`src/ev_cmd_pkg.sv`:
```
/*
 Shared constants for the event command link: framing bytes, codes,
 status values, host register map. Assumes byte-wide links both ways.
*/
package ev_cmd_pkg;
   localparam logic [7:0] HDR_CMD     = 8'h03;
   localparam logic [7:0] HDR_RESPONSE_FLAG_BITS    = 8'h0b;
   localparam logic [7:0] CODE_VER    = 8'h40;
   localparam logic [7:0] CODE_MON    = 8'h45;
   localparam logic [7:0] CODE_EVRD   = 8'h47;
   localparam logic [7:0] CODE_EVSET  = 8'h49;
   localparam logic [7:0] LEN_ONE     = 8'h01;
   localparam logic [7:0] LEN_TWO     = 8'h02;
   localparam logic [7:0] LEN_EVRD    = 8'h07;
   localparam logic [7:0] EVSET_EXTRA = 8'h02;
   localparam logic [7:0] ST_REG_OK   = 8'h00;
   localparam logic [7:0] ST_OVR_USED = 8'h01;
   localparam logic [7:0] ST_FULL     = 8'h02;
   localparam logic [7:0] ST_DEL_OK   = 8'h03;
   localparam logic [7:0] ST_DEL_MT   = 8'h04;
   localparam logic [7:0] ST_DEL_NONE = 8'h05;
   localparam int         SLOTS       = 4;
   localparam int         FLAG_BUF    = 0;
   localparam int         FLAG_DEL    = 1;
   localparam int         MON_OFF_BIT = 0;
   localparam logic [7:0] EMB_CODE_AT = 8'h04;
   localparam int         RESPONSE_FLAG_BITS_MAX    = 9;
   localparam int         TX_DEPTH    = 16;
   localparam int         RX_DEPTH    = 8;
   localparam logic [7:0] A_CTRL      = 8'h00;
   localparam logic [7:0] A_TXD       = 8'h04;
   localparam logic [7:0] A_STAT      = 8'h08;
   localparam logic [7:0] A_MASK      = 8'h0c;
   localparam logic [7:0] A_RXLEN     = 8'h10;
   localparam logic [7:0] A_RXD0      = 8'h20;
   localparam int         CTRL_START  = 8;
   localparam int         CTRL_ABORT  = 31;
   localparam int         ST_DONE     = 0;
   localparam int         ST_BADHDR   = 1;
endpackage

```
`src/ev_link_if.sv`:
```
/*
 Byte link between host end and device end, valid/ready each way.
 Assumes both ends share mclk.
*/
`timescale 1ns/1ps
interface ev_link_if;
   logic [7:0] h2d_data;
   logic       h2d_valid;
   logic       h2d_ready;
   logic [7:0] d2h_data;
   logic       d2h_valid;
   logic       d2h_ready;
   modport device (input h2d_data, h2d_valid, d2h_ready,
                   output h2d_ready, d2h_data, d2h_valid);
   modport host   (output h2d_data, h2d_valid, d2h_ready,
                   input h2d_ready, d2h_data, d2h_valid);
endinterface

```
`src/ev_dev.sv`:
```
/*
 Device end: parses framed instructions, keeps four event slots and the
 run monitor setting, returns framed responses.
 Assumes one clock mclk and a host keeping to valid/ready.
*/
`timescale 1ns/1ps
module ev_dev #(
   parameter logic [7:0] VERSION = 8'h12 // Arbitrary value
) (
   input  wire logic         mclk,
   input  wire logic         rstn,
   ev_link_if.device         lnk,
   input  wire logic         run_in,
   input  wire logic         pulse_active,
   input  wire logic         override_busy,
   input  wire logic         ev_take,
   output logic              pulse_hold,
   output logic              run_ignore_flag,
   output logic [2:0]        ev_count,
   output logic [1:0]        ev_next_idx,
   output logic [31:0]       ev_codes,
   output logic [3:0]        ev_buf_sel
);
   typedef enum logic [2:0] {S_HDR, S_LEN, S_BODY, S_EXEC, S_RESPONSE_FLAG_BITS} dst_t;
   dst_t       st_r;
   logic [7:0] len_r;
   logic [7:0] idx_r;
   logic [7:0] code_r;
   logic [7:0] flags_r;
   logic [7:0] emb_code_r;
   logic       monitor_r;
   logic [2:0] count_r;
   logic [1:0] next_r;
   logic [7:0] slot_r [ev_cmd_pkg::SLOTS];
   logic [3:0] sel_r;
   logic [7:0] response_flag_bits_r [ev_cmd_pkg::RESPONSE_FLAG_BITS_MAX];
   logic [3:0] rn_r;
   logic [3:0] ri_r;
   logic       rx_take;
   logic       last_body;
   logic       tx_take;
   logic       do_set;
   logic       del_req;
   logic [7:0] set_status;
   logic [7:0] next_num;
   logic       known_code;

   assign rx_take   = lnk.h2d_valid && lnk.h2d_ready;
   assign last_body = (idx_r + 8'h01 == len_r);
   assign tx_take   = lnk.d2h_valid && lnk.d2h_ready;
   assign lnk.h2d_ready = (st_r == S_HDR) || (st_r == S_LEN) || (st_r == S_BODY);
   assign lnk.d2h_valid = (st_r == S_RESPONSE_FLAG_BITS);
   assign lnk.d2h_data  = response_flag_bits_r[ri_r];
   assign do_set   = (st_r == S_EXEC) && (code_r == ev_cmd_pkg::CODE_EVSET);
   assign del_req  = flags_r[ev_cmd_pkg::FLAG_DEL];
   assign next_num = (count_r == 3'd0) ? 8'h00 : {6'd0, next_r} + 8'h01;
   // Decided from the code, since rn_r only loads at the same edge
   assign known_code = (code_r == ev_cmd_pkg::CODE_VER) || (code_r == ev_cmd_pkg::CODE_MON)
                       || (code_r == ev_cmd_pkg::CODE_EVSET) || (code_r == ev_cmd_pkg::CODE_EVRD);

   always_comb begin
      if (del_req) begin
         if (count_r == 3'd0)
            set_status = ev_cmd_pkg::ST_DEL_NONE;
         else if (count_r == 3'd1)
            set_status = ev_cmd_pkg::ST_DEL_MT;
         else
            set_status = ev_cmd_pkg::ST_DEL_OK;
      end else if (count_r == 3'(ev_cmd_pkg::SLOTS)) begin
         set_status = ev_cmd_pkg::ST_FULL;
      end else if (override_busy) begin
         set_status = ev_cmd_pkg::ST_OVR_USED;
      end else begin
         set_status = ev_cmd_pkg::ST_REG_OK;
      end
   end

   // Frame receive and sequencing
   always_ff @(posedge mclk or negedge rstn) begin
      if (!rstn) begin
         st_r  <= S_HDR;
         len_r <= 8'h00;
         idx_r <= 8'h00;
      end else begin
         case (st_r)
            S_HDR: begin
               if (rx_take && lnk.h2d_data == ev_cmd_pkg::HDR_CMD)
                  st_r <= S_LEN;
            end
            S_LEN: begin
               if (rx_take) begin
                  len_r <= lnk.h2d_data;
                  idx_r <= 8'h00;
                  st_r  <= (lnk.h2d_data == 8'h00) ? S_HDR : S_BODY;
               end
            end
            S_BODY: begin
               if (rx_take) begin
                  idx_r <= idx_r + 8'h01;
                  if (last_body)
                     st_r <= S_EXEC;
               end
            end
            S_EXEC: begin
               st_r <= known_code ? S_RESPONSE_FLAG_BITS : S_HDR;
            end
            S_RESPONSE_FLAG_BITS: begin
               if (tx_take && ri_r + 4'd1 == rn_r)
                  st_r <= S_HDR;
            end
            default: st_r <= S_HDR;
         endcase
      end
   end

   // Captured body fields; embedded code sits after header and length
   always_ff @(posedge mclk or negedge rstn) begin
      if (!rstn) begin
         code_r     <= 8'h00;
         flags_r    <= 8'h00;
         emb_code_r <= 8'h00;
      end else if (st_r == S_LEN && rx_take) begin
         flags_r    <= 8'h00;
         emb_code_r <= 8'h00;
      end else if (st_r == S_BODY && rx_take) begin
         if (idx_r == 8'h00)
            code_r <= lnk.h2d_data;
         if (idx_r == 8'h01)
            flags_r <= lnk.h2d_data;
         if (idx_r == ev_cmd_pkg::EMB_CODE_AT)
            emb_code_r <= lnk.h2d_data;
      end
   end

   // Run monitor setting; no data byte means monitoring off
   always_ff @(posedge mclk or negedge rstn) begin
      if (!rstn) begin
         monitor_r <= 1'b1;
      end else if (st_r == S_EXEC && code_r == ev_cmd_pkg::CODE_MON) begin
         if (len_r >= ev_cmd_pkg::LEN_TWO)
            monitor_r <= !flags_r[ev_cmd_pkg::MON_OFF_BIT];
         else
            monitor_r <= 1'b0;
      end
   end

   assign pulse_hold      = monitor_r && pulse_active && !run_in;
   assign run_ignore_flag = !monitor_r;

   // Event slots
   always_ff @(posedge mclk or negedge rstn) begin
      if (!rstn) begin
         count_r <= 3'd0;
         sel_r   <= 4'h0;
         for (int i = 0; i < ev_cmd_pkg::SLOTS; i++)
            slot_r[i] <= 8'h00;
      end else if (do_set && del_req) begin
         if (count_r != 3'd0) begin
            count_r <= count_r - 3'd1;
            slot_r[count_r[1:0] - 2'd1] <= 8'h00;
            sel_r[count_r[1:0] - 2'd1]  <= 1'b0;
         end
      end else if (do_set && set_status == ev_cmd_pkg::ST_REG_OK) begin
         slot_r[count_r[1:0]] <= emb_code_r;
         sel_r[count_r[1:0]]  <= flags_r[ev_cmd_pkg::FLAG_BUF];
         count_r              <= count_r + 3'd1;
      end
   end

   // Next slot to run; pulled back if deletion passes it
   always_ff @(posedge mclk or negedge rstn) begin
      if (!rstn) begin
         next_r <= 2'd0;
      end else if (do_set && del_req && count_r != 3'd0) begin
         if ({1'b0, next_r} >= count_r - 3'd1)
            next_r <= (count_r <= 3'd1) ? 2'd0 : 2'(count_r - 3'd2);
      end else if (ev_take && {1'b0, next_r} + 3'd1 < count_r) begin
         next_r <= next_r + 2'd1;
      end
   end

   // Response build and send
   always_ff @(posedge mclk or negedge rstn) begin
      if (!rstn) begin
         rn_r <= 4'd0;
         ri_r <= 4'd0;
         for (int i = 0; i < ev_cmd_pkg::RESPONSE_FLAG_BITS_MAX; i++)
            response_flag_bits_r[i] <= 8'h00;
      end else if (st_r == S_EXEC) begin
         ri_r      <= 4'd0;
         response_flag_bits_r[0] <= ev_cmd_pkg::HDR_RESPONSE_FLAG_BITS;
         response_flag_bits_r[2] <= code_r;
         case (code_r)
            ev_cmd_pkg::CODE_VER: begin
               response_flag_bits_r[1] <= ev_cmd_pkg::LEN_TWO;
               response_flag_bits_r[3] <= VERSION;
               rn_r      <= 4'd4;
            end
            ev_cmd_pkg::CODE_MON: begin
               response_flag_bits_r[1] <= ev_cmd_pkg::LEN_ONE;
               rn_r      <= 4'd3;
            end
            ev_cmd_pkg::CODE_EVSET: begin
               response_flag_bits_r[1] <= ev_cmd_pkg::LEN_TWO;
               response_flag_bits_r[3] <= set_status;
               rn_r      <= 4'd4;
            end
            ev_cmd_pkg::CODE_EVRD: begin
               response_flag_bits_r[1] <= ev_cmd_pkg::LEN_EVRD;
               response_flag_bits_r[3] <= {5'd0, count_r};
               response_flag_bits_r[4] <= next_num;
               for (int i = 0; i < ev_cmd_pkg::SLOTS; i++)
                  response_flag_bits_r[5 + i] <= slot_r[i];
               rn_r      <= 4'd9;
            end
            default: rn_r <= 4'd0;
         endcase
      end else if (tx_take) begin
         ri_r <= ri_r + 4'd1;
      end
   end

   assign ev_count    = count_r;
   assign ev_next_idx = next_r;
   assign ev_buf_sel  = sel_r;
   assign ev_codes    = {slot_r[3], slot_r[2], slot_r[1], slot_r[0]};
endmodule

```
`src/flat_wrapper.sv`:
```
// flat-port wrapper written by rule: the top's interface ports become plain ports
module ev_dev_flat 
#(
   parameter logic [7:0] VERSION = 8'h12                   
)
  (mclk, rstn, run_in, pulse_active, override_busy, ev_take, pulse_hold, run_ignore_flag, ev_count, ev_next_idx, ev_codes, ev_buf_sel, lnk_h2d_data, lnk_h2d_valid, lnk_d2h_ready, lnk_h2d_ready, lnk_d2h_data, lnk_d2h_valid);
  ev_link_if lnk_i ();
  input  wire logic mclk;
  input  wire logic rstn;
  input  wire logic run_in;
  input  wire logic pulse_active;
  input  wire logic override_busy;
  input  wire logic ev_take;
  output logic pulse_hold;
  output logic run_ignore_flag;
  output logic [2:0] ev_count;
  output logic [1:0] ev_next_idx;
  output logic [31:0] ev_codes;
  output logic [3:0] ev_buf_sel;
  input wire logic [$bits(lnk_i.h2d_data)-1:0] lnk_h2d_data;
  input wire logic [$bits(lnk_i.h2d_valid)-1:0] lnk_h2d_valid;
  input wire logic [$bits(lnk_i.d2h_ready)-1:0] lnk_d2h_ready;
  output wire logic [$bits(lnk_i.h2d_ready)-1:0] lnk_h2d_ready;
  output wire logic [$bits(lnk_i.d2h_data)-1:0] lnk_d2h_data;
  output wire logic [$bits(lnk_i.d2h_valid)-1:0] lnk_d2h_valid;
  assign lnk_i.h2d_data = lnk_h2d_data;
  assign lnk_i.h2d_valid = lnk_h2d_valid;
  assign lnk_i.d2h_ready = lnk_d2h_ready;
  assign lnk_h2d_ready = lnk_i.h2d_ready;
  assign lnk_d2h_data = lnk_i.d2h_data;
  assign lnk_d2h_valid = lnk_i.d2h_valid;
  ev_dev #(.VERSION(VERSION)) u_core (.mclk(mclk), .rstn(rstn), .lnk(lnk_i), .run_in(run_in), .pulse_active(pulse_active), .override_busy(override_busy), .ev_take(ev_take), .pulse_hold(pulse_hold), .run_ignore_flag(run_ignore_flag), .ev_count(ev_count), .ev_next_idx(ev_next_idx), .ev_codes(ev_codes), .ev_buf_sel(ev_buf_sel));
endmodule
```
`config.mk`:
```
export PLATFORM = sky130hd
export DESIGN_NAME = ev_dev_flat
export DESIGN_NICKNAME = d
export VERILOG_FILES = /design/src/ev_cmd_pkg.sv /design/src/ev_link_if.sv /design/src/ev_dev.sv /design/src/flat_wrapper.sv
export SDC_FILE = /design/constraint.sdc
export NUM_CORES = 1
export LEC_CHECK = 0
export ABC_AREA = 1
export BUFFER_PORTS_ARGS = -buffer_cell sky130_fd_sc_hd__clkbuf_2
export CAP_MARGIN = 25
export CORE_UTILIZATION = 45
export DETAILED_ROUTE_END_ITERATION = 10
export RECOVER_POWER = 50
export SYNTH_ARGS = -nofsm -noshare
export SYNTH_HDL_FRONTEND = slang
export SYNTH_SLANG_ARGS = --single-unit
```
`constraint.sdc`:
```
create_clock -name mclk -period 4.6 [get_ports mclk]
set_input_delay 0.23 -clock mclk [delete_from_list [all_inputs] [get_ports mclk]]
set_output_delay 0.23 -clock mclk [all_outputs]
set_load 0.005 [all_outputs]
```
==> results of run 1 <==
flip-flops by register name (all words and copies together) (netlist names):
signal	cells
u_core.response_flag_bits_r	51
u_core.ev_codes	32
u_core.code_r	8
u_core.emb_code_r	8
u_core.idx_r	8
u_core.len_r	8
u_core.ev_buf_sel	4
u_core.ri_r	4
u_core.rn_r	4
u_core.ev_count	3
u_core.st_r	3
u_core.ev_next_idx	2
u_core.flags_r	2
u_core.monitor_r	1
cells by family (layout without fill, tap and decap cells):
group	Yosys count	in the layout	synth area share
adder cells (fa/ha/maj)	17	17	0.0291
AND/OR/NAND/NOR	441	441	0.258
multiplexers	28	28	0.0430
AO/OA/AOI/OAI	156	156	0.117
XOR/XNOR	10	10	0.0120
buffers and inverters	115	187	0.0668
flip-flops	138	138	0.473
per-stage QoR:
step                worst slack, ps   util  power (mW)  std cells  hold slack, ps
global route                    799  0.528        3.89       1193            66.3
detailed placement             1550  0.490        2.17       1160             368
finish                         1230  0.528        3.68       1193            68.2
CTS                            1260  0.532        3.71       1193            52.5
global placement               1590  0.490        2.16       1160             378
floorplan                      2560      -        1.94        905           -65.6
worst register-to-register path, stage by stage, from the launching register on:
cell and delay (ps):
dfrtp_1 370, clkinv_1 70, nor2_1 150, nand2_1 500
inv_1 480, nand2_1 230, o21ai_4 680, nand2_2 290
nand2_1 130, nand2_1 60
path summary, 6_finish.rpt:
check / from / to / slack [ps]
max: u_core.ri_r[0] / lnk_d2h_data[7] / 1230
min: lnk_h2d_data[2] / u_core.len_r[2] / 70
max reg2reg: u_core.st_r[0] / u_core.ev_codes[22] / 1520
min reg2reg: u_core.response_flag_bits_r[58] / u_core.response_flag_bits_r[58] / 480
max in group asynchronous: rstn / u_core.ev_count[0] / 1470
min in group asynchronous: rstn / u_core.rn_r[0] / 1000
layout make-up:
type / instances / area, um2
Multi-Input combinational cell: 652 / 3350
Clock inverter: 10 / 186
Fill cell: 1572 / 7490
Clock buffer: 22 / 474
Timing Repair Buffer: 76 / 355
Tap cell: 216 / 270
Sequential cell: 138 / 3450
Inverter: 79 / 297
power breakdown:
part	total [mW]	internal, mW	switching (mW)
combinational	0.629	0.219	0.411
sequential	1.52	1.35	0.172
clock	1.53	1.01	0.522
per-layer routing:
metal	vias to the layer above	global-route usage	part of all wire
met2	171	0.361	0.44
li1	3149	-	-
met1	2991	0.372	0.49
met5	-	0	0
met3	20	0.0656	0.058
met4	0	0.0713	0.014
cell usage after synthesis (6+ instances only):
cell type / count
buf_4: 7
o31ai_1: 7
ha_1: 17
nor2_1: 45
nand2_2: 7
nand3_1: 104
o21ai_1: 6
inv_1: 65
mux2_1: 21
o22ai_1: 10
inv_2: 7
xor2_1: 7
buf_2: 6
o21ai_0: 102
a21oi_1: 19
nand2_1: 254
dfrtp_1: 137
clkbuf_1: 19
mux2_2: 6
nand4_1: 11
nor3_1: 9
clkinv_1: 7
==> reports/metrics.yaml, run 1 <==
status: "finished, violations left"
violations: "max-capacitance violations, max-slew violations"
rsz0062_at_grt: "no"
grt_pass1_wl_mm: 31.5
crit_path_end_kind: "output port"
slew_violations: 94
worst_pin_slew_ps: 2320
critPathKind: "flop to output port"
grt_util_all_layers: 0.252
max_freq_mhz: 297
hold_viol_final: 0
p_leak_nw: 4.14
path_clk_slew_ps: 60
h-tree-depth: 4
numCtsBuffers: 17
drt_iter0_drc: 434
dp_hpwl_mm: 14.0
coreArea_um2: 15900
required_ps: 4370
antenna_found_initial: 0
clock_latency_ps: 420
ys_seq_area_frac: 0.473
max-vdd-ir-drop_mv: 0.297
grt_pass1_vias: 5702
post-route-period-util: 0.733
cp.arrival_ps: 3140
relSlewSlack: -0.550
syn_nets: 938
synth_top_area_frac: 0.470
syn_area_per_cell_um2: 8.07
fp.dieH_um: 129
synth_ff_type: "dfrtp_1"
cp_num_buf_inv: 3
start_util: 0.460
cts_root_buf: "clkbuf_16"
mostFrequentLayoutCell: "nand2_1"
drc_errors: 0
gp_congestion: 0.858
ioPinCount: 69
holdPathStages: 3
synthArstFlopShare: 1.00
worstSetupStartpointType: "flop"
syn_inst: 905
synth_edf_count: 0
ys_ff_latch: 138
rr_worst_depth: 9
maxCapViolations: 1
via_count: 6331
ys_warn_count: 0
num-nets-final: 997
port_buffers: 68
path_max_fanout: 23
viasPerCell: 5.31
synth_area_leaders: "dfrtp_1 (47%), nand2_1 (13%), nand3_1 (7.1%)"
skew_ps: 8.17
cp.depth: 7
ant_nets: 0
die_w_um: 129
synth_top_area_cell: "dfrtp_1"
grt_max_degree: 94
cp_slowest_cell: "dfrtp_1"
cts_tree: "yes"
cts_buffer_depth: 2
post_cts_buffers: 0
p_per_area_nw_per_um2: 439
wl_per_cell_um: 16.5
synth_area_um2: 7300
postCtsHoldBufs: 1
synth_cell_types: 40
ctsResizeCount: 0
num_antenna_cells: 0
final_area_um2: 8390
worstPathCellList: "inv_1 -> nand2_1 -> clkinv_1 -> nor2_1 -> o21ai_0 -> o41ai_1 -> clkbuf_2"
setup_viol: 0
cp_top_family: "buffers and inverters"
dr.pass1.iters: 5
totalWireLength_mm: 19.7
fp.dieArea_um2: 16700
slowest_delay_ps: 860
std_cell_rows: 46
overflow: 0
worstHoldPathType: "input port to flop"
layout_common_cells: "nand2_1 (254), dfrtp_1 (137), nand3_1 (104), o21ai_0 (102), inv_1 (66)"
final.setup.tns_ps: 0
finalCriticalPeriod_ps: 3370
drive_gt1_frac: 0.0983
dpl_cell_area_um2: 7780
areaGrowthSynthToFinish_pct: 15.0
clock-sinks: 138
(Power assumes the default switching activity.)
==> run 2: changes to the inputs <==
==> constraint.sdc (replaced) <==
create_clock -name mclk -period 3.2 [get_ports mclk]
set_input_delay 0.16 -clock mclk [delete_from_list [all_inputs] [get_ports mclk]]
set_output_delay 0.16 -clock mclk [all_outputs]
set_load 0.005 [all_outputs]
==> reports/metrics.yaml, run 2 (synthesis results as in run 1) <==
status: "finished, violations left"
violations: "max-capacitance violations, max-slew violations"
via_count: 6432
die_w_um: 129
drc_errors: 0
finalCriticalPeriod_ps: 2610
final_util: 0.529
totalWireLength_mm: 20.2
clock_latency_ps: 430
fp.dieArea_um2: 16700
clock-sinks: 138
dp_cells: 1167
path_max_fanout: 14
ant_nets: 0
std_cell_rows: 46
p_leak_nw: 4.15
overflow: 0
ctsResizeCount: 0
slowest_delay_ps: 330
slew_violations: 84
skew_ps: 7.63
net-switching-power_mw: 1.59
post_cts_buffers: 0
cts_root_buf: "clkbuf_16"
gp_congestion: 0.845
coreArea_um2: 15900
dp_hpwl_mm: 14.4
grt_pass1_wl_mm: 32.3
cp_top_family: "buffers and inverters"
mostFrequentLayoutCell: "nand2_1"
layout_common_cells: "nand2_1 (254), dfrtp_1 (137), nand3_1 (104), o21ai_0 (102), inv_1 (65)"
drive_gt1_frac: 0.110
drt_iter0_drc: 545
crit_path_end_kind: "output port"
worstHoldPathType: "input port to flop"
cp_slowest_cell: "a221oi_1"
cts_buffer_depth: 2
final.setup.tns_ps: 0
path_clk_slew_ps: 60
numCtsBuffers: 17
start_util: 0.460
grt_util_all_layers: 0.258
internal_power_mw: 3.34
ioPinCount: 69
maxCapViolations: 1
worstPathCellList: "buf_4 -> clkinv_1 -> buf_4 -> nand2_1 -> clkinv_1 -> a221oi_1 -> o21ai_0 -> nand3_1 -> o21ai_0 -> clkbuf_2"
p_per_area_nw_per_um2: 587
largest_register: "u_core.response_flag_bits_r"
grt_max_degree: 85
finalPower_mw: 4.93
critPathKind: "flop to output port"
wl_met3_mm: 1.03
worst_pin_slew_ps: 2120
max-vdd-ir-drop_mv: 0.383
highest_layer: "met4"
dr.pass1.iters: 5
finalWorstSetupSlack_ps: 592
place_ws_ps: 686
largest_reg_flops: 51
areaGrowthSynthToFinish_pct: 15.1
final_cells: 1204
cp.arrival_ps: 2450
met2_length_mm: 8.96
h-tree-depth: 4
grt_pass1_vias: 5953
rsz0062_at_grt: "no"
fp.dieH_um: 129
required_ps: 3040
wirelength_met1_mm: 9.99
wl_per_cell_um: 16.8
clock_power_share: 0.369
hold_viol_final: 0
num-nets-final: 1007
seqPwrFrac: 0.442
antenna_found_initial: 0
cts_tree: "yes"
port_buffers: 68
max_freq_mhz: 383
combPwrFrac: 0.189
worstSetupStartpointType: "flop"
setup_viol: 0
relSlewSlack: -0.411
viasPerCell: 5.34
swShare: 0.323
post-route-period-util: 0.815
cp_num_buf_inv: 5
[run 2: path summary, 6_finish.rpt]
kind,start,end,slack [ps],cells after the start
max in group asynchronous,rstn,u_core.ev_codes[29],860,3
min,lnk_h2d_data[6],u_core.len_r[6],8,3
min in group asynchronous,rstn,u_core.ri_r[0],900,2
max,u_core.ri_r[1],lnk_d2h_data[1],590,10
min reg2reg,u_core.response_flag_bits_r[64],u_core.response_flag_bits_r[64],480,1
max reg2reg,u_core.ev_count[1],u_core.ev_codes[4],640,10
[run 2: tightest hold or removal path, cell delays in order]
cell and delay [ps]:
clkbuf_2 110, nand2_1 50, o21ai_0 70
[run 2: routing by layer]
metal,track usage,vias up
li1,-,3169
met2,0.382,181
met3,0.0557,23
met1,0.378,3059
met4,0.0775,0
met5,0,-
[run 2: power by group through the flow]
stage | Combinational, mW | Clock [mW] | Sequential (mW)
after floorplan | 0.683 | 0 | 2.11
after global placement | 0.918 | 0 | 2.20
after detailed placement | 0.929 | 0 | 2.20
after CTS | 0.934 | 1.85 | 2.18
after global routing | 1.08 | 1.92 | 2.21
final | 0.932 | 1.82 | 2.18
[run 2: repair_timing]
action | CTS | global route
hold buffers | 4 | 0
hold endpoints to repair | 84 | 0
endpoints found under the setup margin | 0 | 0
[run 2: per-stage QoR]
step                      instance area (um2)  hold slack, ps
after detailed placement                 7870             278
after global routing                     8400            32.1
after floorplan                          7300            -136
after CTS                                8450            1.93
after global placement                   7870             283
final                                    8400            7.58
[run 2: area by class of cell]
cell class	instances	area [um2]
timing repair buffer	86	483
sequential	138	3450
inverter	79	297
multi-input combinational	652	3360
clock inverter	7	43.8
antenna	1	2.50
clock buffer	25	495
fill	1574	7480
tap	216	270
